`config.mk`:
```
export PLATFORM = sky130hd
export DESIGN_NAME = hdc_top
export DESIGN_NICKNAME = d
export VERILOG_FILES = /design/src/logic/hdc_track.v /design/src/logic/hdc_top.v
export VERILOG_INCLUDE_DIRS = /design/src /design/src/logic
export SDC_FILE = /design/constraint.sdc
export NUM_CORES = 1
export LEC_CHECK = 0
export ABC_CLOCK_PERIOD_IN_PS = 5400
export BUFFER_PORTS_ARGS = -buffer_cell sky130_fd_sc_hd__buf_2
export CAP_MARGIN = 20
export CORE_UTILIZATION = 55
export DETAILED_ROUTE_END_ITERATION = 6
export GPL_TIMING_DRIVEN = 0
export PLACE_DENSITY = 0.73
export SLEW_MARGIN = 10
export SYNTH_ARGS = -nofsm -noshare
export SYNTH_HDL_FRONTEND = slang
export SYNTH_SLANG_ARGS = --single-unit
```
`constraint.sdc`:
```
create_clock -name clk -period 5.4 [get_ports clk]
set_input_delay 0.54 -clock clk [delete_from_list [all_inputs] [get_ports clk]]
set_output_delay 0.54 -clock clk [all_outputs]
set_load 0.005 [all_outputs]
```
`src/logic/hdc_defines.vh`:
```
// Constants for the holdover DAC control block.
// Assumes 125 MHz clock and APB byte addresses of four times the register index.
`ifndef HDC_DEFINES_VH
`define HDC_DEFINES_VH

// Register indices; byte address is four times the index
`define HDC_IDX_CTRL 12'h14b
`define HDC_IDX_MAN_LO 12'h14c
`define HDC_IDX_TRIP_LO 12'h14d
`define HDC_IDX_TRIP_HI 12'h14e
`define HDC_IDX_RATE_CNT 12'h14f
`define HDC_IDX_EVT_EN 12'h150
`define HDC_IDX_STATUS 12'h160
`define HDC_IDX_MASK 12'h161
`define HDC_IDX_TRACKED 12'h162

// Reset values
`define HDC_RST_CTRL 8'h16
`define HDC_RST_MAN_LO 8'h00
`define HDC_RST_TRIP_LO 8'h00
`define HDC_RST_TRIP_HI 8'h00
`define HDC_RST_RATE_CNT 8'h7f
`define HDC_RST_EVT_EN 8'h00
`define HDC_RST_MASK 6'h00
`define HDC_RST_DAC 10'h200

// Control register fields
`define HDC_F_TMO_HI 7
`define HDC_F_TMO_LO 6
`define HDC_F_IDLE_ON 5
`define HDC_F_FOLLOW 4
`define HDC_F_FORCE 3
`define HDC_F_FIXSEL 2
`define HDC_F_MANHI_HI 1
`define HDC_F_MANHI_LO 0
// Trip and rate fields
`define HDC_F_TRIP_HI 5
`define HDC_F_MULT_HI 7
`define HDC_F_MULT_LO 6
// Event enable fields
`define HDC_F_IDLE_KEEP 3
`define HDC_F_TRIP_WATCH 2

// Status bits
`define HDC_S_IDLE_LO 0
`define HDC_S_IDLE_HI 2
`define HDC_S_KEEP 3
`define HDC_S_TRIP_L 4
`define HDC_S_TRIP_H 5
`define HDC_NSTAT 6

// Idle timeout counts: one cycle per period of the threshold rate
`define HDC_CLK_KHZ 125000
`define HDC_TMO0_KHZ 370
`define HDC_TMO1_KHZ 2100
`define HDC_TMO2_KHZ 8800
`define HDC_TMO3_KHZ 22000
// Floor of clock rate over threshold rate, sized to the idle counter
`define HDC_TMO0_CYC 9'h151
`define HDC_TMO1_CYC 9'h03b
`define HDC_TMO2_CYC 9'h00e
`define HDC_TMO3_CYC 9'h005
`define HDC_TMO_W 9

// Tracking rate prescaler divisors
`define HDC_MULT0 14'h0004
`define HDC_MULT1 14'h0040
`define HDC_MULT2 14'h0400
`define HDC_MULT3 14'h4000
`define HDC_PRE_W 15

// Code and trip scale: one step of trip level is 1/64 of full scale
`define HDC_CODE_MAX 10'h3ff
`define HDC_TRIP_SHIFT 4
`define HDC_NREF 3

`endif

```
`src/logic/hdc_track.v`:
```
// DAC code follower with its update-rate divider.
// Assumes target is the digitised tuning voltage, synchronous to clk.
`include "hdc_defines.vh"

module hdc_track (
   // Clock and reset
   input wire clk,
   input wire reset,
   // Rate setting
   input wire [1:0] mult_sel,
   input wire [7:0] rate_cnt,
   // Tracking
   input wire follow,
   input wire [9:0] target,
   output reg [9:0] code_r
);

reg [`HDC_PRE_W-1:0] pre_r;
reg [7:0] cnt_r;
reg [`HDC_PRE_W-1:0] pre_lim;
wire pre_tick;
wire tick;

always @* begin
   case (mult_sel)
      2'h0: pre_lim = {1'b0, `HDC_MULT0};
      2'h1: pre_lim = {1'b0, `HDC_MULT1};
      2'h2: pre_lim = {1'b0, `HDC_MULT2};
      default: pre_lim = {1'b0, `HDC_MULT3};
   endcase
end

assign pre_tick = (pre_r >= pre_lim - 1'b1);
// A zero count is taken as one
assign tick = pre_tick && (cnt_r + 8'h01 >= rate_cnt);

// Rate is multiplier times count clock cycles
always @(posedge clk) begin
   if (reset || !follow) begin
      pre_r <= {`HDC_PRE_W{1'b0}};
      cnt_r <= 8'h00;
   end else if (pre_tick) begin
      pre_r <= {`HDC_PRE_W{1'b0}};
      cnt_r <= tick ? 8'h00 : cnt_r + 8'h01;
   end else begin
      pre_r <= pre_r + 1'b1;
   end
end

// Starts mid-scale; steps one code toward target, never wraps
always @(posedge clk) begin
   if (reset) begin
      code_r <= `HDC_RST_DAC;
   end else if (follow && tick) begin
      if (target > code_r && code_r != `HDC_CODE_MAX)
         code_r <= code_r + 10'h001;
      else if (target < code_r && code_r != 10'h000)
         code_r <= code_r - 10'h001;
   end
end

endmodule // hdc_track

```
`src/logic/hdc_top.v`:
```
// Holdover DAC control register bank with APB slave, idle detection and DAC selection.
// Assumes all inputs synchronous to clk; APB3 master; registers one word each.
//
// Contract
// - Two-bit timeout selector 7:6 sets idle threshold 370k, 2.1M, 8.8M, 22 MHz.
// - Idle timeout only checked when idle detect bit 5 is one.
// - Idle timeout applies only to inputs marked single-ended CMOS.
// - Follow bit 4 makes the DAC code track the tuning voltage.
// - After reset the tracked code is 512.
// - Tracked code changes only while the first loop is locked.
// - Tracking works in every mode, not only holdover.
// - Force bit 3 enters holdover regardless of reference inputs.
// - Forced holdover drives manual code if selected, else the current tracked code.
// - Select bit 2: zero tracked code, one manual code.
// - Manual code is control bits 1:0 above low byte bits 7:0.
// - Manual code is plain binary 0 to 1023.
// - With trip watch on, holdover when voltage falls to (n+1)/64 of supply.
// - With trip watch on, holdover when voltage within (n+1)/64 of supply.
// - Tracking rate is multiplier 4/64/1024/16384 times eight-bit count.
// - Idle loss enters holdover only when its enable bit is one.
`include "hdc_defines.vh"

module hdc_top (
   // Clock and reset
   input wire clk,
   input wire reset,
   // APB slave
   input wire psel,
   input wire penable,
   input wire pwrite,
   input wire [13:0] paddr,
   input wire [31:0] pwdata,
   output reg [31:0] prdata,
   output reg pready,
   output reg pslverr,
   // Reference inputs
   input wire [`HDC_NREF-1:0] ref_input_edge,
   input wire [`HDC_NREF-1:0] ref_input_cmos,
   // First loop
   input wire first_loop_locked,
   input wire [9:0] tune_level,
   // Holdover and DAC
   output reg holdover_r,
   output reg [9:0] dac_code_r,
   output reg [`HDC_NREF-1:0] signal_absence_r,
   // Interrupt
   output reg irq_r
);

reg [7:0] ctrl_r;
reg [7:0] man_lo_r;
reg [7:0] trip_lo_r;
reg [7:0] trip_hi_r;
reg [7:0] rate_cnt_r;
reg [7:0] evt_en_r;
reg [`HDC_NSTAT-1:0] status_r;
reg [`HDC_NSTAT-1:0] status_nxt;
reg [`HDC_NSTAT-1:0] mask_r;
reg [31:0] rd_nxt;
reg hit_nxt;
reg [`HDC_TMO_W-1:0] tmo_lim;
reg hold_prev_r;
reg trip_lo_prev_r;
reg trip_hi_prev_r;

wire [11:0] idx;
wire wr_en;
wire [9:0] tracked_code;
wire [9:0] fixed_code_value;
wire fixed_code_select;
wire idle_detect_on;
wire follow_on;
wire trip_watch_on;
wire idle_triggers_keep;
wire [10:0] low_level;
wire [10:0] high_level;
wire trip_low;
wire trip_high;
wire any_absence;
wire hold_nxt;
wire [`HDC_NSTAT-1:0] evt;

// APB decode: word index from byte address
assign idx = paddr[13:2];
assign wr_en = psel && penable && pready && pwrite;

assign idle_detect_on = ctrl_r[`HDC_F_IDLE_ON];
assign follow_on = ctrl_r[`HDC_F_FOLLOW];
assign fixed_code_select = ctrl_r[`HDC_F_FIXSEL];
assign fixed_code_value = {ctrl_r[`HDC_F_MANHI_HI:`HDC_F_MANHI_LO], man_lo_r};
assign trip_watch_on = evt_en_r[`HDC_F_TRIP_WATCH];
assign idle_triggers_keep = evt_en_r[`HDC_F_IDLE_KEEP];

// Trip levels in code units: (n+1) sixty-fourths of full scale
assign low_level = {1'b0, trip_lo_r[`HDC_F_TRIP_HI:0] + 6'h00, `HDC_TRIP_SHIFT'h0} +
   {1'b0, 10'h010};
assign high_level = 11'h400 -
   ({1'b0, trip_hi_r[`HDC_F_TRIP_HI:0], `HDC_TRIP_SHIFT'h0} + 11'h010);
assign trip_low = trip_watch_on && ({1'b0, tune_level} <= low_level);
assign trip_high = trip_watch_on && ({1'b0, tune_level} >= high_level);

assign any_absence = |signal_absence_r;
assign hold_nxt = ctrl_r[`HDC_F_FORCE] ||
   (idle_triggers_keep && any_absence) ||
   trip_low || trip_high;

assign evt = {trip_high && !trip_hi_prev_r, trip_low && !trip_lo_prev_r,
   holdover_r && !hold_prev_r, signal_absence_r & ~{`HDC_NREF{1'b0}}};

// Timeout cycles for selected threshold
always @* begin
   case (ctrl_r[`HDC_F_TMO_HI:`HDC_F_TMO_LO])
      2'h0: tmo_lim = `HDC_TMO0_CYC;
      2'h1: tmo_lim = `HDC_TMO1_CYC;
      2'h2: tmo_lim = `HDC_TMO2_CYC;
      default: tmo_lim = `HDC_TMO3_CYC;
   endcase
end

// Per-input idle counter
genvar gi;
generate
   for (gi = 0; gi < `HDC_NREF; gi = gi + 1) begin : g_idle
      reg [`HDC_TMO_W-1:0] idle_cnt_r;
      always @(posedge clk) begin
         if (reset || !idle_detect_on || !ref_input_cmos[gi]) begin
            idle_cnt_r <= {`HDC_TMO_W{1'b0}};
            signal_absence_r[gi] <= 1'b0;
         end else if (ref_input_edge[gi]) begin
            idle_cnt_r <= {`HDC_TMO_W{1'b0}};
            signal_absence_r[gi] <= 1'b0;
         end else if (idle_cnt_r >= tmo_lim) begin
            signal_absence_r[gi] <= 1'b1;
         end else begin
            idle_cnt_r <= idle_cnt_r + 1'b1;
         end
      end
   end
endgenerate

// Tracking runs in any mode, suspended without lock
hdc_track u_track (
   .clk(clk),
   .reset(reset),
   .mult_sel(trip_hi_r[`HDC_F_MULT_HI:`HDC_F_MULT_LO]),
   .rate_cnt(rate_cnt_r),
   .follow(follow_on && first_loop_locked),
   .target(tune_level),
   .code_r(tracked_code)
);

// Holdover state and DAC drive
always @(posedge clk) begin
   if (reset) begin
      holdover_r <= 1'b0;
      hold_prev_r <= 1'b0;
      trip_lo_prev_r <= 1'b0;
      trip_hi_prev_r <= 1'b0;
      dac_code_r <= `HDC_RST_DAC;
   end else begin
      holdover_r <= hold_nxt;
      hold_prev_r <= holdover_r;
      trip_lo_prev_r <= trip_low;
      trip_hi_prev_r <= trip_high;
      if (holdover_r && fixed_code_select)
         dac_code_r <= fixed_code_value;
      else
         dac_code_r <= tracked_code;
   end
end

// Configuration registers
always @(posedge clk) begin
   if (reset) begin
      ctrl_r <= `HDC_RST_CTRL;
      man_lo_r <= `HDC_RST_MAN_LO;
      trip_lo_r <= `HDC_RST_TRIP_LO;
      trip_hi_r <= `HDC_RST_TRIP_HI;
      rate_cnt_r <= `HDC_RST_RATE_CNT;
      evt_en_r <= `HDC_RST_EVT_EN;
      mask_r <= `HDC_RST_MASK;
   end else if (wr_en) begin
      case (idx)
         `HDC_IDX_CTRL: ctrl_r <= pwdata[7:0];
         `HDC_IDX_MAN_LO: man_lo_r <= pwdata[7:0];
         `HDC_IDX_TRIP_LO: trip_lo_r <= {2'b00, pwdata[`HDC_F_TRIP_HI:0]};
         `HDC_IDX_TRIP_HI: trip_hi_r <= pwdata[7:0];
         `HDC_IDX_RATE_CNT: rate_cnt_r <= pwdata[7:0];
         `HDC_IDX_EVT_EN: evt_en_r <= {4'h0, pwdata[3:2], 2'b00};
         `HDC_IDX_MASK: mask_r <= pwdata[`HDC_NSTAT-1:0];
         default: ;
      endcase
   end
end

// Sticky status, write one to clear, new event wins
always @* begin
   status_nxt = status_r;
   if (wr_en && idx == `HDC_IDX_STATUS)
      status_nxt = status_nxt & ~pwdata[`HDC_NSTAT-1:0];
   status_nxt = status_nxt | evt;
end

always @(posedge clk) begin
   if (reset) begin
      status_r <= {`HDC_NSTAT{1'b0}};
      irq_r <= 1'b0;
   end else begin
      status_r <= status_nxt;
      irq_r <= |(status_nxt & mask_r);
   end
end

// Read mux
always @* begin
   rd_nxt = 32'h0000_0000;
   hit_nxt = 1'b1;
   case (idx)
      `HDC_IDX_CTRL: rd_nxt[7:0] = ctrl_r;
      `HDC_IDX_MAN_LO: rd_nxt[7:0] = man_lo_r;
      `HDC_IDX_TRIP_LO: rd_nxt[7:0] = trip_lo_r;
      `HDC_IDX_TRIP_HI: rd_nxt[7:0] = trip_hi_r;
      `HDC_IDX_RATE_CNT: rd_nxt[7:0] = rate_cnt_r;
      `HDC_IDX_EVT_EN: rd_nxt[7:0] = evt_en_r;
      `HDC_IDX_STATUS: rd_nxt[`HDC_NSTAT-1:0] = status_r;
      `HDC_IDX_MASK: rd_nxt[`HDC_NSTAT-1:0] = mask_r;
      `HDC_IDX_TRACKED: rd_nxt[15:0] = {holdover_r, 5'h00, tracked_code};
      default: hit_nxt = 1'b0;
   endcase
end

// No wait state: answer prepared in setup cycle
always @(posedge clk) begin
   if (reset) begin
      pready <= 1'b0;
      pslverr <= 1'b0;
      prdata <= 32'h0000_0000;
   end else begin
      pready <= psel && !penable;
      if (psel && !penable) begin
         pslverr <= !hit_nxt;
         prdata <= pwrite ? 32'h0000_0000 : rd_nxt;
      end else begin
         pslverr <= 1'b0;
      end
   end
end

endmodule // hdc_top

```
; After elaboration in Yosys (flattened, before gate mapping)
; Cells that the tools add are included.
[totals]
regBits = 164
inputBits = 68
wordCells = 132
[classes]
add_sub_neg = 11
order_cmp = 9
n_eq_ne = 14
muxes = 12
n_bitwise = 5
reduce_logical = 55
[ops]
columns = operator, n
row1 = "12-bit by 9-bit equality test with 1-bit output, second input constant", 9
row2 = 6-bit one-hot mux with 9 select lines, 1
row3 = 11-bit one-hot mux with 3 select lines, 1
row4 = 10-bit two-way mux, 3
row5 = "9-bit by 1-bit adder with 9-bit output, second input constant", 3
row6 = 9-bit >= comparator, 3
row7 = 9-bit one-hot mux with 3 select lines, 1
row8 = "10-bit by 5-bit adder with 11-bit output, second input constant", 2
row9 = 1-bit logical AND, 17
row10 = 16-bit two-way mux, 1
row11 = 8-bit two-way mux, 2
row12 = 2-bit AND reduction, 8
row13 = "15-bit by 1-bit adder with 15-bit output, second input constant", 1
row14 = 15-bit >= comparator, 1
row15 = 6-bit bitwise AND, 2
row16 = "11-bit by 1-bit subtractor with 12-bit output, second input constant", 1
row17 = 10-bit by 11-bit >= comparator with 1-bit output, 1
row18 = 10-bit by 11-bit less-or-equal comparator with 1-bit output, 1
row19 = "11-bit subtractor, first input constant", 1
row20 = "10-bit by 1-bit adder with 10-bit output, second input constant", 1
row21 = 10-bit > comparator, 1
row22 = 1-bit logical NOT, 10
row23 = 10-bit less-than comparator, 1
row24 = "10-bit != test, second input constant", 1
row25 = 19 further kinds, 33

; Depth between registers and ports, before layout
; Gate-level depths: netlist of the first run.
[depth]
depth_word = 8
mapped_depth = 15

; By module
; From an unflattened synthesis of the first run, not the netlist that was laid out.
[hier_totals]
hier_cells = 1015
hier_area_um2 = 8734.6
[by_module_without_submodules]
columns = module, instances, cells_per_inst, area_per_inst_um2, seq_area_each_um2
row1 = hdc_top, 1, 699, 6073.3, 2202.1
row2 = hdc_track, 1, 316, 2661.3, 660.6

; Worst setup path before layout of the first run
; OpenSTA, ideal clock, no wires.
[synth_path]
kind = input port to flip-flop
startpoint = in tune_level[7]
endpoint = reg u_track.code_r[9]
setup_ps = 130
arrival_time_ps = 3278
required_time_ps = 5270
path_slack_ps = 1992
cell_stages = 13
path_cell_list = ha_1 a211oi_1 o21bai_1 a211o_1 nand2_1 ha_1 a21oi_1 o2111ai_1 a41o_1 a21o_1 a2111oi_1 xnor2_1 nand2_1
[synth_via]
elab_chain_len = 4
elab_cells_between_ends = 7
cone_classes = 2 x order compare / 1 x mux / 4 x reduce/logical
[synth_lines]
columns = element, line
row1 = "start, declared", hdc_top.v:41  ; input wire [9:0] tune_level,
row2 = 10-bit less-than comparator / 10-bit > comparator (equally long branches), "hdc_track.v:57, hdc_track.v:55"
row3 = "1-bit logical AND, on equally long branches", -
row4 = 2-bit nonzero test (no line), -
row5 = 2-bit AND reduction (no line), -
row6 = "end signal, assigned", hdc_track.v:53  ; code_r <= `HDC_RST_DAC;
row7 = "end signal, assigned", hdc_track.v:56  ; code_r <= code_r + 10'h001;
row8 = "end signal, assigned", hdc_track.v:58  ; code_r <= code_r - 10'h001;
row9 = "end, declared", hdc_track.v:15  ; output reg [9:0] code_r
; Several ways; a longest one is shown, not always the timed one.
; A chain may end at the register's enable or synchronous reset.

; Worst setup path after layout of the first run
[layout_path]
startpoint = reg u_track.code_r[1]
endpoint = reg u_track.code_r[9]
[layout_via]
elab_chain_len = 4
elab_cells_between_ends = 12
cone_classes = 2 x add/sub / 2 x order compare / 1 x eq/ne / 2 x mux / 5 x reduce/logical
[layout_lines]
columns = element, line
row1 = "10-bit less-than comparator, or another cell as far along", hdc_track.v:57  ; else if (target < code_r && code_r != 10'h000)
row2 = "1-bit logical AND, on equally long branches", -
row3 = 2-bit nonzero test (no line), -
row4 = 2-bit AND reduction (no line), -
; Several ways; a longest one is shown, not always the timed one. The select of a mux whose other input is x is not followed.

==> results of run 1 <==
## Yosys cell counts (5+ instances only)
| master | instances |
|---|---|
| nor2b_1 | 10 |
| buf_2 | 9 |
| o211ai_1 | 17 |
| nand3_1 | 38 |
| dfxtp_1 | 143 |
| mux2i_1 | 49 |
| or3_1 | 7 |
| a22oi_1 | 8 |
| nor3_1 | 12 |
| a21oi_1 | 46 |
| xnor2_1 | 23 |
| xor2_1 | 21 |
| nor4_1 | 5 |
| and3_1 | 14 |
| and2_1 | 7 |
| inv_1 | 52 |
| and4_1 | 5 |
| nand2b_1 | 16 |
| clkbuf_1 | 23 |
| buf_4 | 21 |
| nand4_1 | 19 |
| or4_1 | 11 |
| o21ai_0 | 44 |
| a211oi_1 | 7 |
| ha_1 | 87 |
| nor2_1 | 108 |
| a21o_1 | 7 |
| nand2_1 | 98 |
## cell families (layout without fill, tap and decap cells)
| group | count (synthesis) | after routing | synth area share [%] |
|---|---|---|---|
| DFF | 143 | 143 | 33.7 |
| and+or+nand+nor | 372 | 372 | 21.7 |
| muxes | 54 | 54 | 6.96 |
| adders and majority gates | 88 | 88 | 13.0 |
| xor gates and xnor gates | 44 | 44 | 4.53 |
| other | 1 | 21 | 0.0441 |
| buffers and inverters | 112 | 207 | 6.62 |
| AOI/OAI and AO/OA | 177 | 177 | 13.4 |
## worst max path at each step
stage | startpoint | endpoint | slack, ps | depth (start not counted)
floorplan | tune_level[7] | u_track.code_r[9] | 1990 | 13
global placement | tune_level[7] | u_track.code_r[9] | 1500 | 14
detailed placement | tune_level[7] | u_track.code_r[9] | 1400 | 14
CTS | u_track.code_r[1] | u_track.code_r[9] | 1420 | 14
global route | u_track.code_r[1] | u_track.code_r[9] | 1160 | 14
finish | u_track.code_r[1] | u_track.code_r[9] | 1390 | 14
## worst register-to-register path, cell delays in order, from the launching register on
cell       delay [ps]
dfxtp_1           540
inv_1             180
ha_1              360
nand2b_1           70
a211oi_1          240
a211o_1           210
nand2_1           260
ha_1              370
a21oi_1           260
o2111ai_1         220
a41o_1            290
a21o_1            150
a2111oi_1         490
xnor2_1           170
nand2_1            70
## sequential cells by signal, indices dropped and copies added, names as in the netlist, 8 cells and up
name / cells
prdata: 11
g_idle.idle_cnt_r: 27
u_track.code_r: 10
rate_cnt_r: 8
man_lo_r: 8
u_track.cnt_r: 8
trip_hi_r: 8
ctrl_r: 8
dac_code_r: 10
u_track.pre_r: 15
## layout make-up
| cell class | count | area [um2] | area share [%] |
|---|---|---|---|
| clock buffer | 19 | 453 | 4.65 |
| clock inverter | 13 | 163 | 1.67 |
| inverter | 52 | 195 | 2.00 |
| buffer | 60 | 368 | 3.78 |
| timing repair buffer | 63 | 315 | 3.24 |
| multi-input combinational | 756 | 5150 | 52.9 |
| sequential | 143 | 2860 | 29.4 |
| tap | 188 | 235 | 2.41 |
## report_power, final
part	total (mW)	internal (mW)	switching, mW	leakage, nW
clock	1.22	0.751	0.472	0.295
combinational	0.135	0.0538	0.0811	2.60
sequential	1.06	1.06	0.00178	1.15
total	2.42	1.86	0.555	4.05
## metal layers
layer	global-route usage (%)	vias to the layer above	wire, um
li1	-	3681	-
met1	35.9	3486	9670
met2	47.0	270	10200
met3	6.20	50	1430
met4	13.7	0	763
met5	0	-	0
## through the flow
step | hold WS (ps) | instances | utilization [%] | instance area (um2)
floorplan | 441 | 1011 | - | 8580
global placement | 435 | 1262 | 60.3 | 9130
detailed placement | 440 | 1262 | 60.3 | 9130
CTS | 393 | 1294 | 64.3 | 9740
global route | 406 | 1294 | 64.3 | 9740
finish | 412 | 1294 | 64.3 | 9740
==> reports/metrics.yaml, run 1 <==
status:
  status: "complete, no violations"
layout:
  final_layout_fill_cell_count: 1335
  fraction_of_layout_instances_using_a_drive_strength_above_1_pct: 13.5
  most-common-layout-cells: "dfxtp_1, nor2_1, nand2_1, ha_1, buf_2"
  num-nets-final: 1249
  area_added_between_synthesis_and_finish_pct: 14.6
  mostFrequentLayoutCell: "dfxtp_1"
  antenna_cells: 0
power_and_ir_drop:
  max-vdd-ir-drop_uv: 265
  power.total_mw: 2.42
  p_leak_nw: 4.05
  cell_area_power_density_nw_per_um2: 248
timing:
  max_clock_freq_mhz: 249
  finalClockSkew_ps: 8.67
  layout_min_cycle_time_ps: 4010
  worst_slew_margin_rel_pct: 42.0
  timing_worst_slew_pin_value_ps: 863
  final_min_period_over_clock_period_pct: 74.3
  final_critical_path_setup_slack_ps: 1390
  finalSetupViolations: 0
  setup-tns-final_ps: 0
  grt_setup_unrepaired: "no"
  timing_hold_violations_final: 0
  drv_slew: 0
global_routing:
  global_route.overflow_total: 0
  grt_pass1_vias: 6932
  gr-usage-all-layers_pct: 28.6
  grt_pass1_wl_um: 35300
  grt_max_degree: 17
  number_of_antenna_violations_at_the_first_check_in_global_routing: 0
routing:
  drtIter0Drc: 459
  total_vias_in_the_final_route: 7487
  vias_per_cell: 5.79
  drtPass1Iterations: 7
  final_antenna_net_count: 0
  drt_drc_violations_left: 0
  wl_um: 22100
  avgRoutedWirePerCell_um: 17.1
min_path:
  hold-path-cell-count: 2
  whs_endpoint: "status_r[1]"
  hold_path.startpoint: "reset"
  holdCritPathClass: "input pin to register"
setup_path:
  worst-path-buf-inv: 1
  cp-end-kind: "register"
  critical_path.slowest_cell: "dfxtp_1"
  worstPathCellList: "inv_1, ha_1, nand2b_1, a211oi_1, a211o_1, nand2_1, ha_1, a21oi_1, o2111ai_1, a41o_1, a21o_1, a2111oi_1, xnor2_1, nand2_1"
  cp_data_arrival_time_ps: 4310
  capture_point_of_the_worst_reg_to_reg_path: "u_track.code_r[9]"
  cp_max_fo: 9
  critical-path-top-delay-family: "compound AO/OA/AOI/OAI gates"
  worstPathRequired_ps: 5700
  critical_path.startpoint_type: "register"
  r2r_setup_slack_ps: 1390
  timing.critical_path.slowest_cell_delay_ps: 540
  worst_r2r_path_depth: 14
  critical_path_class: "register to register"
  r2r_start: "u_track.code_r[1]"
logic_synthesis:
  netlist_top_cells_area: "dfxtp_1, ha_1, mux2i_1, nor2_1, nand2_1"
  synth_seq_cells: 143
  post_synth_inst_count: 991
  synth-edff-count: 0
  syn-mean-instance-area_um2: 8.58
  yosys.area.top_type_share_pct: 33.7
  post_synth_num_cell_types: 74
  yosysWarnings: 0
  synth_ff_type: "dfxtp_1"
  seq_area_frac_synth_pct: 33.7
  mappedNetlistArea_um2: 8500
  synth_top_area_cell: "dfxtp_1"
  synth-async-reset-ratio_pct: 0
floorplanning:
  fp-row-count: 45
  starting_density_pct: 56.1
  die_area_um2: 16000
  chipHeight_um: 126
  core-area_um2: 15100
  dieWidth_um: 126
  io-pin-count: 117
cts:
  clk_pin_slew_ps: 60
  cts-root-to-sink-buffers: 2
  clk_root_buffer_cell: "clkbuf_16"
  ctsResizeCount: 0
  tritoncts: "done"
  numCtsBuffers: 17
  post-cts-setup-buffer-count: 0
  htreeDepth: 4
  cts_sinks: 143
  hold_buffers: 0
  clock_insertion_delay_worst_skew_ps: 430
placed_design:
  place_hpwl_um: 16500
  place.port_buffers: 63
  setup_slack_at_placement_ps: 1400
  routabilityCongestion: 0.928
run:
  maxCapViolCount: 0
(Power assumes the default switching activity.)
==> run 2, diff against run 1 <==
--- a/config.mk
+++ b/config.mk
@@ -6,7 +6,7 @@
 export SDC_FILE = /design/constraint.sdc
 export NUM_CORES = 1
 export LEC_CHECK = 0
-export ABC_CLOCK_PERIOD_IN_PS = 5400
+export ABC_CLOCK_PERIOD_IN_PS = 4100
 export BUFFER_PORTS_ARGS = -buffer_cell sky130_fd_sc_hd__buf_2
 export CAP_MARGIN = 20
 export CORE_UTILIZATION = 55
==> constraint.sdc (replaced) <==
create_clock -name clk -period 4.1 [get_ports clk]
set_input_delay 0.41 -clock clk [delete_from_list [all_inputs] [get_ports clk]]
set_output_delay 0.41 -clock clk [all_outputs]
set_load 0.005 [all_outputs]
==> run 2 against run 1 <==
  * Sequential share of layout area barely moved
  * Clock skew is essentially flat
  * Die area unchanged
  * Wire length hardly changed
  * Fmax rose by 4.9%
  * Utilization barely moved
  * Clock power up 32%
  * Critical path type unchanged
  * Critical endpoint unchanged
  * Largest cell class unchanged
==> reports/metrics.yaml, run 2 (synthesized netlist as in run 1, its figures left out) <==
global_routing:
  global_route.overflow_total: 0
  grt_pass1_vias: 6932
  number_of_antenna_violations_at_the_first_check_in_global_routing: 0
  gr-usage-all-layers_pct: 28.6
  grt_pass1_wl_um: 35300
  grt_max_degree: 17
floorplanning:
  fp-row-count: 45
  io-pin-count: 117
  die_area_um2: 16000
  chipHeight_um: 126
  dieWidth_um: 126
  core-area_um2: 15100
  starting_density_pct: 56.1
layout:
  reg.largest.list: "g_idle.idle_cnt_r (27), u_track.pre_r (15), prdata (11)"
  area_added_between_synthesis_and_finish_pct: 14.6
  final_layout_fill_cell_count: 1336
  multi_input_area_um2: 5150
  final_cells: 1294
  regMostFlops: "g_idle.idle_cnt_r"
  mostFrequentLayoutCell: "dfxtp_1"
  largest_register_ff_count: 27
  num-nets-final: 1249
  layout.area.seq_um2: 2860
  antenna_cells: 0
  fraction_of_layout_instances_using_a_drive_strength_above_1_pct: 13.7
  most-common-layout-cells: "dfxtp_1, nor2_1, nand2_1, ha_1, buf_2"
  finalInstanceArea_um2: 9750
power_and_ir_drop:
  power.total_mw: 3.19
  max-vdd-ir-drop_uv: 348
  p_leak_nw: 4.05
  cell_area_power_density_nw_per_um2: 327
cts:
  post-cts-setup-buffer-count: 0
  clk_pin_slew_ps: 60
  cts-root-to-sink-buffers: 2
  cts_sinks: 143
  tritoncts: "done"
  clock_insertion_delay_worst_skew_ps: 430
  clk_root_buffer_cell: "clkbuf_16"
  htreeDepth: 4
  numCtsBuffers: 17
setup_path:
  critical_path.startpoint_type: "register"
  cp_data_arrival_time_ps: 4120
  r2r_start: "u_track.code_r[7]"
  capture_point_of_the_worst_reg_to_reg_path: "u_track.code_r[9]"
  r2r_setup_slack_ps: 280
  critical_path_class: "register to register"
  cp_max_fo: 9
  worst_r2r_path_depth: 14
  worstPathRequired_ps: 4400
  cp-end-kind: "register"
routing:
  avgRoutedWirePerCell_um: 17.1
  drtPass1Iterations: 7
  final_antenna_net_count: 0
  vias_per_cell: 5.80
  drt_drc_violations_left: 0
  total_vias_in_the_final_route: 7505
  drtIter0Drc: 521
  wl_um: 22100
timing:
  finalSetupViolations: 0
  layout_min_cycle_time_ps: 3820
  timing.hold.ws_ps: 274
  worst_slew_margin_rel_pct: 41.9
  timing_worst_slew_pin_value_ps: 865
  finalClockSkew_ps: 9.07
  setup-tns-final_ps: 0
  grt_setup_unrepaired: "no"
  max_clock_freq_mhz: 261
  timing_hold_violations_final: 0
  final_min_period_over_clock_period_pct: 93.3
  drv_slew: 0
run:
  maxCapViolCount: 0
min_path:
  whs_endpoint: "status_r[1]"
  hold_path.startpoint: "reset"
  holdCritPathClass: "input pin to register"
  hold-path-cell-count: 2
placed_design:
  placed_insts: 1262
  place_hpwl_um: 16500
  place_area_um2: 9130
  place.port_buffers: 63
  routabilityCongestion: 0.928
status:
  status: "complete, no violations"
==> run 2: report_power, final <==
group          internal [mW]  leakage [nW]  switching [mW]
Clock                  0.989         0.295           0.625
Sequential              1.39          1.15         0.00235
Combinational         0.0710          2.60           0.107
Total                   2.45          4.05           0.734
==> run 2: worst max path at each step <==
stage / to / slack [ps] / cells after the start / from
6_report: u_track.code_r[9] / 280 / 14 / u_track.code_r[7]
5_1_grt: u_track.code_r[9] / 40 / 14 / u_track.code_r[3]
4_1_cts: u_track.code_r[9] / 120 / 14 / u_track.code_r[1]
3_5_place_dp: u_track.code_r[9] / 180 / 14 / u_track.code_r[1]
3_3_place_gp: u_track.code_r[9] / 260 / 14 / u_track.code_r[1]
2_1_floorplan: u_track.code_r[9] / 800 / 14 / u_track.code_r[7]
==> run 2: area by class of cell <==
| type | count | share of cell area, % |
|---|---|---|
| multi-input combinational | 756 | 52.9 |
| sequential | 143 | 29.4 |
| clock buffer | 19 | 4.65 |
| buffer | 60 | 3.77 |
| timing repair buffer | 63 | 3.23 |
| tap | 188 | 2.41 |
| inverter | 52 | 2.00 |
| clock inverter | 13 | 1.67 |
==> run 2: metal layers <==
metal	track usage (%)	wire, um
met5	0	0
met4	13.7	783
met3	6.20	1460
met2	47.0	10200
met1	35.9	9650
==> run 2: critical path, cell delays in order, from the launching register on <==
cell and delay (ps):
dfxtp_1 450, inv_1 170, ha_1 340, a211oi_1 220, o21bai_1 100, a211o_1 300, nand2_2 200, ha_1 270
a21oi_1 250, o2111ai_1 220, a41o_1 290, a21o_1 150, a2111oi_1 490, xnor2_1 170, nand2_1 70
==> run 2: timing repair <==
item,CTS,global route
endpoints found under the setup margin,0,1
hold buffers,0,0
gates resized for setup,0,2
==> run 2: metrics by stage <==
stage	util (%)	setup WS (ps)
after global placement	60.3	263
final	64.4	276
after global routing	64.4	38.0
after detailed placement	60.3	176
after CTS	64.3	124
after floorplan	-	796
==> run 3, diff against run 2 <==
--- a/config.mk
+++ b/config.mk
@@ -9,10 +9,10 @@
 export ABC_CLOCK_PERIOD_IN_PS = 4100
 export BUFFER_PORTS_ARGS = -buffer_cell sky130_fd_sc_hd__buf_2
 export CAP_MARGIN = 20
-export CORE_UTILIZATION = 55
+export CORE_UTILIZATION = 58
 export DETAILED_ROUTE_END_ITERATION = 6
 export GPL_TIMING_DRIVEN = 0
-export PLACE_DENSITY = 0.73
+export PLACE_DENSITY = 0.76
 export SLEW_MARGIN = 10
 export SYNTH_ARGS = -nofsm -noshare
 export SYNTH_HDL_FRONTEND = slang
==> run 3 against run 2 <==
  * Clock power is 6% higher
  * Count of clock-buffer cells in the layout up 3
  * Clock skew is 3.2 ps lower
  * Total power rose by 2.7%
  * Combinational power about the same
  * Via count is 1.3% lower
  * Sequential cell count unchanged
  * Fmax up 0.89%
  * Critical path type unchanged
  * Largest power group unchanged
==> reports/metrics.yaml, run 3 (synthesized netlist as in run 1, its figures left out) <==
status:
  status: "complete, no violations"
timing:
  finalSetupViolations: 0
  timing.hold.ws_ps: 280
  setup-tns-final_ps: 0
  final_min_period_over_clock_period_pct: 92.5
  timing_worst_slew_pin_value_ps: 783
  grt_setup_unrepaired: "no"
  timing_hold_violations_final: 0
  layout_min_cycle_time_ps: 3790
  worst_slew_margin_rel_pct: 47.1
  final_critical_path_setup_slack_ps: 309
  max_clock_freq_mhz: 264
  drv_slew: 0
  finalClockSkew_ps: 5.82
routing:
  drtPass1Iterations: 5
  met2_length_um: 9920
  vias_per_cell: 5.76
  drtIter0Drc: 498
  detailroute.wirelength.met3_um: 1400
  topRoutingLayerUsed: "met4"
  met1_wl_um: 9630
  wl_um: 21500
  avgRoutedWirePerCell_um: 16.7
  drt_drc_violations_left: 0
  final_antenna_net_count: 0
  total_vias_in_the_final_route: 7411
cts:
  post-cts-setup-buffer-count: 0
  clk_root_buffer_cell: "clkbuf_16"
  clock_insertion_delay_worst_skew_ps: 420
  hold_buffers: 0
  cts_sinks: 143
  clk_pin_slew_ps: 60
  tritoncts: "done"
  numCtsBuffers: 17
  cts-root-to-sink-buffers: 2
  htreeDepth: 4
  ctsResizeCount: 0
setup_path:
  timing.critical_path.slowest_cell_delay_ps: 470
  cp_data_arrival_time_ps: 4080
  critical_path.slowest_cell: "a2111oi_1"
  capture_point_of_the_worst_reg_to_reg_path: "u_track.code_r[9]"
  r2r_start: "u_track.code_r[7]"
  cp-end-kind: "register"
  most_used_cell_along_the_critical_path: "ha_1"
  cp_max_fo: 9
  worstPathCellList: "inv_1, ha_1, a211oi_1, o21bai_1, a211o_1, nand2_2, ha_1, a21oi_1, o2111ai_1, a41o_1, a21o_1, a2111oi_1, xnor2_1, nand2_1"
  worstPathRequired_ps: 4390
  worst_r2r_path_depth: 14
  critical_path_class: "register to register"
  critical_path.startpoint_type: "register"
  r2r_setup_slack_ps: 310
min_path:
  whs_endpoint: "trip_hi_r[7]"
  holdCritPathClass: "input pin to register"
  hold_path.startpoint: "pwdata[7]"
  hold-path-cell-count: 3
placed_design:
  place_hpwl_um: 16200
  setup_slack_at_placement_ps: 267
  place.port_buffers: 63
  routabilityCongestion: 0.925
layout:
  antenna_cells: 0
  final_layout_fill_cell_count: 1177
  num-nets-final: 1249
  reg.largest.list: "g_idle.idle_cnt_r (27), u_track.pre_r (15), prdata (11)"
  largest_register_ff_count: 27
  regMostFlops: "g_idle.idle_cnt_r"
  most-common-layout-cells: "dfxtp_1, nor2_1, nand2_1, ha_1, buf_2"
  fraction_of_layout_instances_using_a_drive_strength_above_1_pct: 13.3
  area_added_between_synthesis_and_finish_pct: 14.9
  mostFrequentLayoutCell: "dfxtp_1"
global_routing:
  grt_max_degree: 17
  grt_pass1_vias: 6866
  number_of_antenna_violations_at_the_first_check_in_global_routing: 0
  global_route.overflow_total: 0
  grt_pass1_wl_um: 34600
  gr-usage-all-layers_pct: 29.9
power_and_ir_drop:
  cell_area_power_density_nw_per_um2: 335
  max-vdd-ir-drop_uv: 329
  p_leak_nw: 4.07
floorplanning:
  chipHeight_um: 123
  starting_density_pct: 60.3
  fp-row-count: 43
  dieWidth_um: 123
  core-area_um2: 14100
  io-pin-count: 117
  die_area_um2: 15100
run:
  maxCapViolCount: 0
-- run 3: cell count changes in the layout (fill, tap and decap cells not counted), sizes merged --
cell and delta:
clkinvlp -3, clkbuf +3, bufinv +2, clkinv -2
-- run 3: worst max path at each step --
stage | from | endpoint | slack, ps | cells past startpoint
finish | u_track.code_r[7] | u_track.code_r[9] | 310 | 14
global route | u_track.code_r[5] | u_track.code_r[9] | 100 | 14
CTS | u_track.code_r[7] | u_track.code_r[9] | 240 | 14
detailed placement | u_track.code_r[7] | u_track.code_r[9] | 270 | 14
global placement | u_track.code_r[1] | u_track.code_r[9] | 310 | 14
floorplan | u_track.code_r[7] | u_track.code_r[9] | 800 | 14
-- run 3: cell type report --
type	count	area, um2	share of cell area [%]
Clock inverter	10	183	1.87
Multi-Input combinational cell	756	5150	52.8
Inverter	52	195	2.00
Clock buffer	22	464	4.75
Buffer	60	368	3.77
Timing Repair Buffer	63	315	3.23
Tap cell	180	225	2.31
Sequential cell	143	2860	29.3
-- run 3: critical path, delay by kind of cell, from the launching register on --
kind | cells | cell delay (ps)
AO/OA/AOI/OAI | 8 | 1990
AND/OR/NAND/NOR | 2 | 260
adder cells (fa/ha/maj) | 2 | 600
buffers and inverters | 1 | 170
XOR/XNOR | 1 | 170
flip-flops | 1 | 460
-- run 3: power by group --
part	leakage (nW)	total, mW	internal [mW]	switching [mW]
clock	0.318	1.70	1.11	0.591
sequential	1.15	1.39	1.39	0.00225
combinational	2.60	0.175	0.0708	0.104
-- run 3: per-layer routing --
metal / up-vias / track usage [%]
met5: - / 0
met4: 0 / 10.8
met3: 50 / 6.23
met2: 257 / 48.8
met1: 3419 / 39.0
li1: 3685 / -
-- run 3: through the flow --
step / utilization [%] / instances / power, mW / cell area [um2]
finish: 69.3 / 1286 / 3.27 / 9770
global route: 69.3 / 1286 / 3.36 / 9770
CTS: 69.3 / 1286 / 3.28 / 9770
detailed placement: 64.7 / 1254 / 1.60 / 9120
global placement: 64.7 / 1254 / 1.59 / 9120
floorplan: - / 1011 / 1.53 / 8580
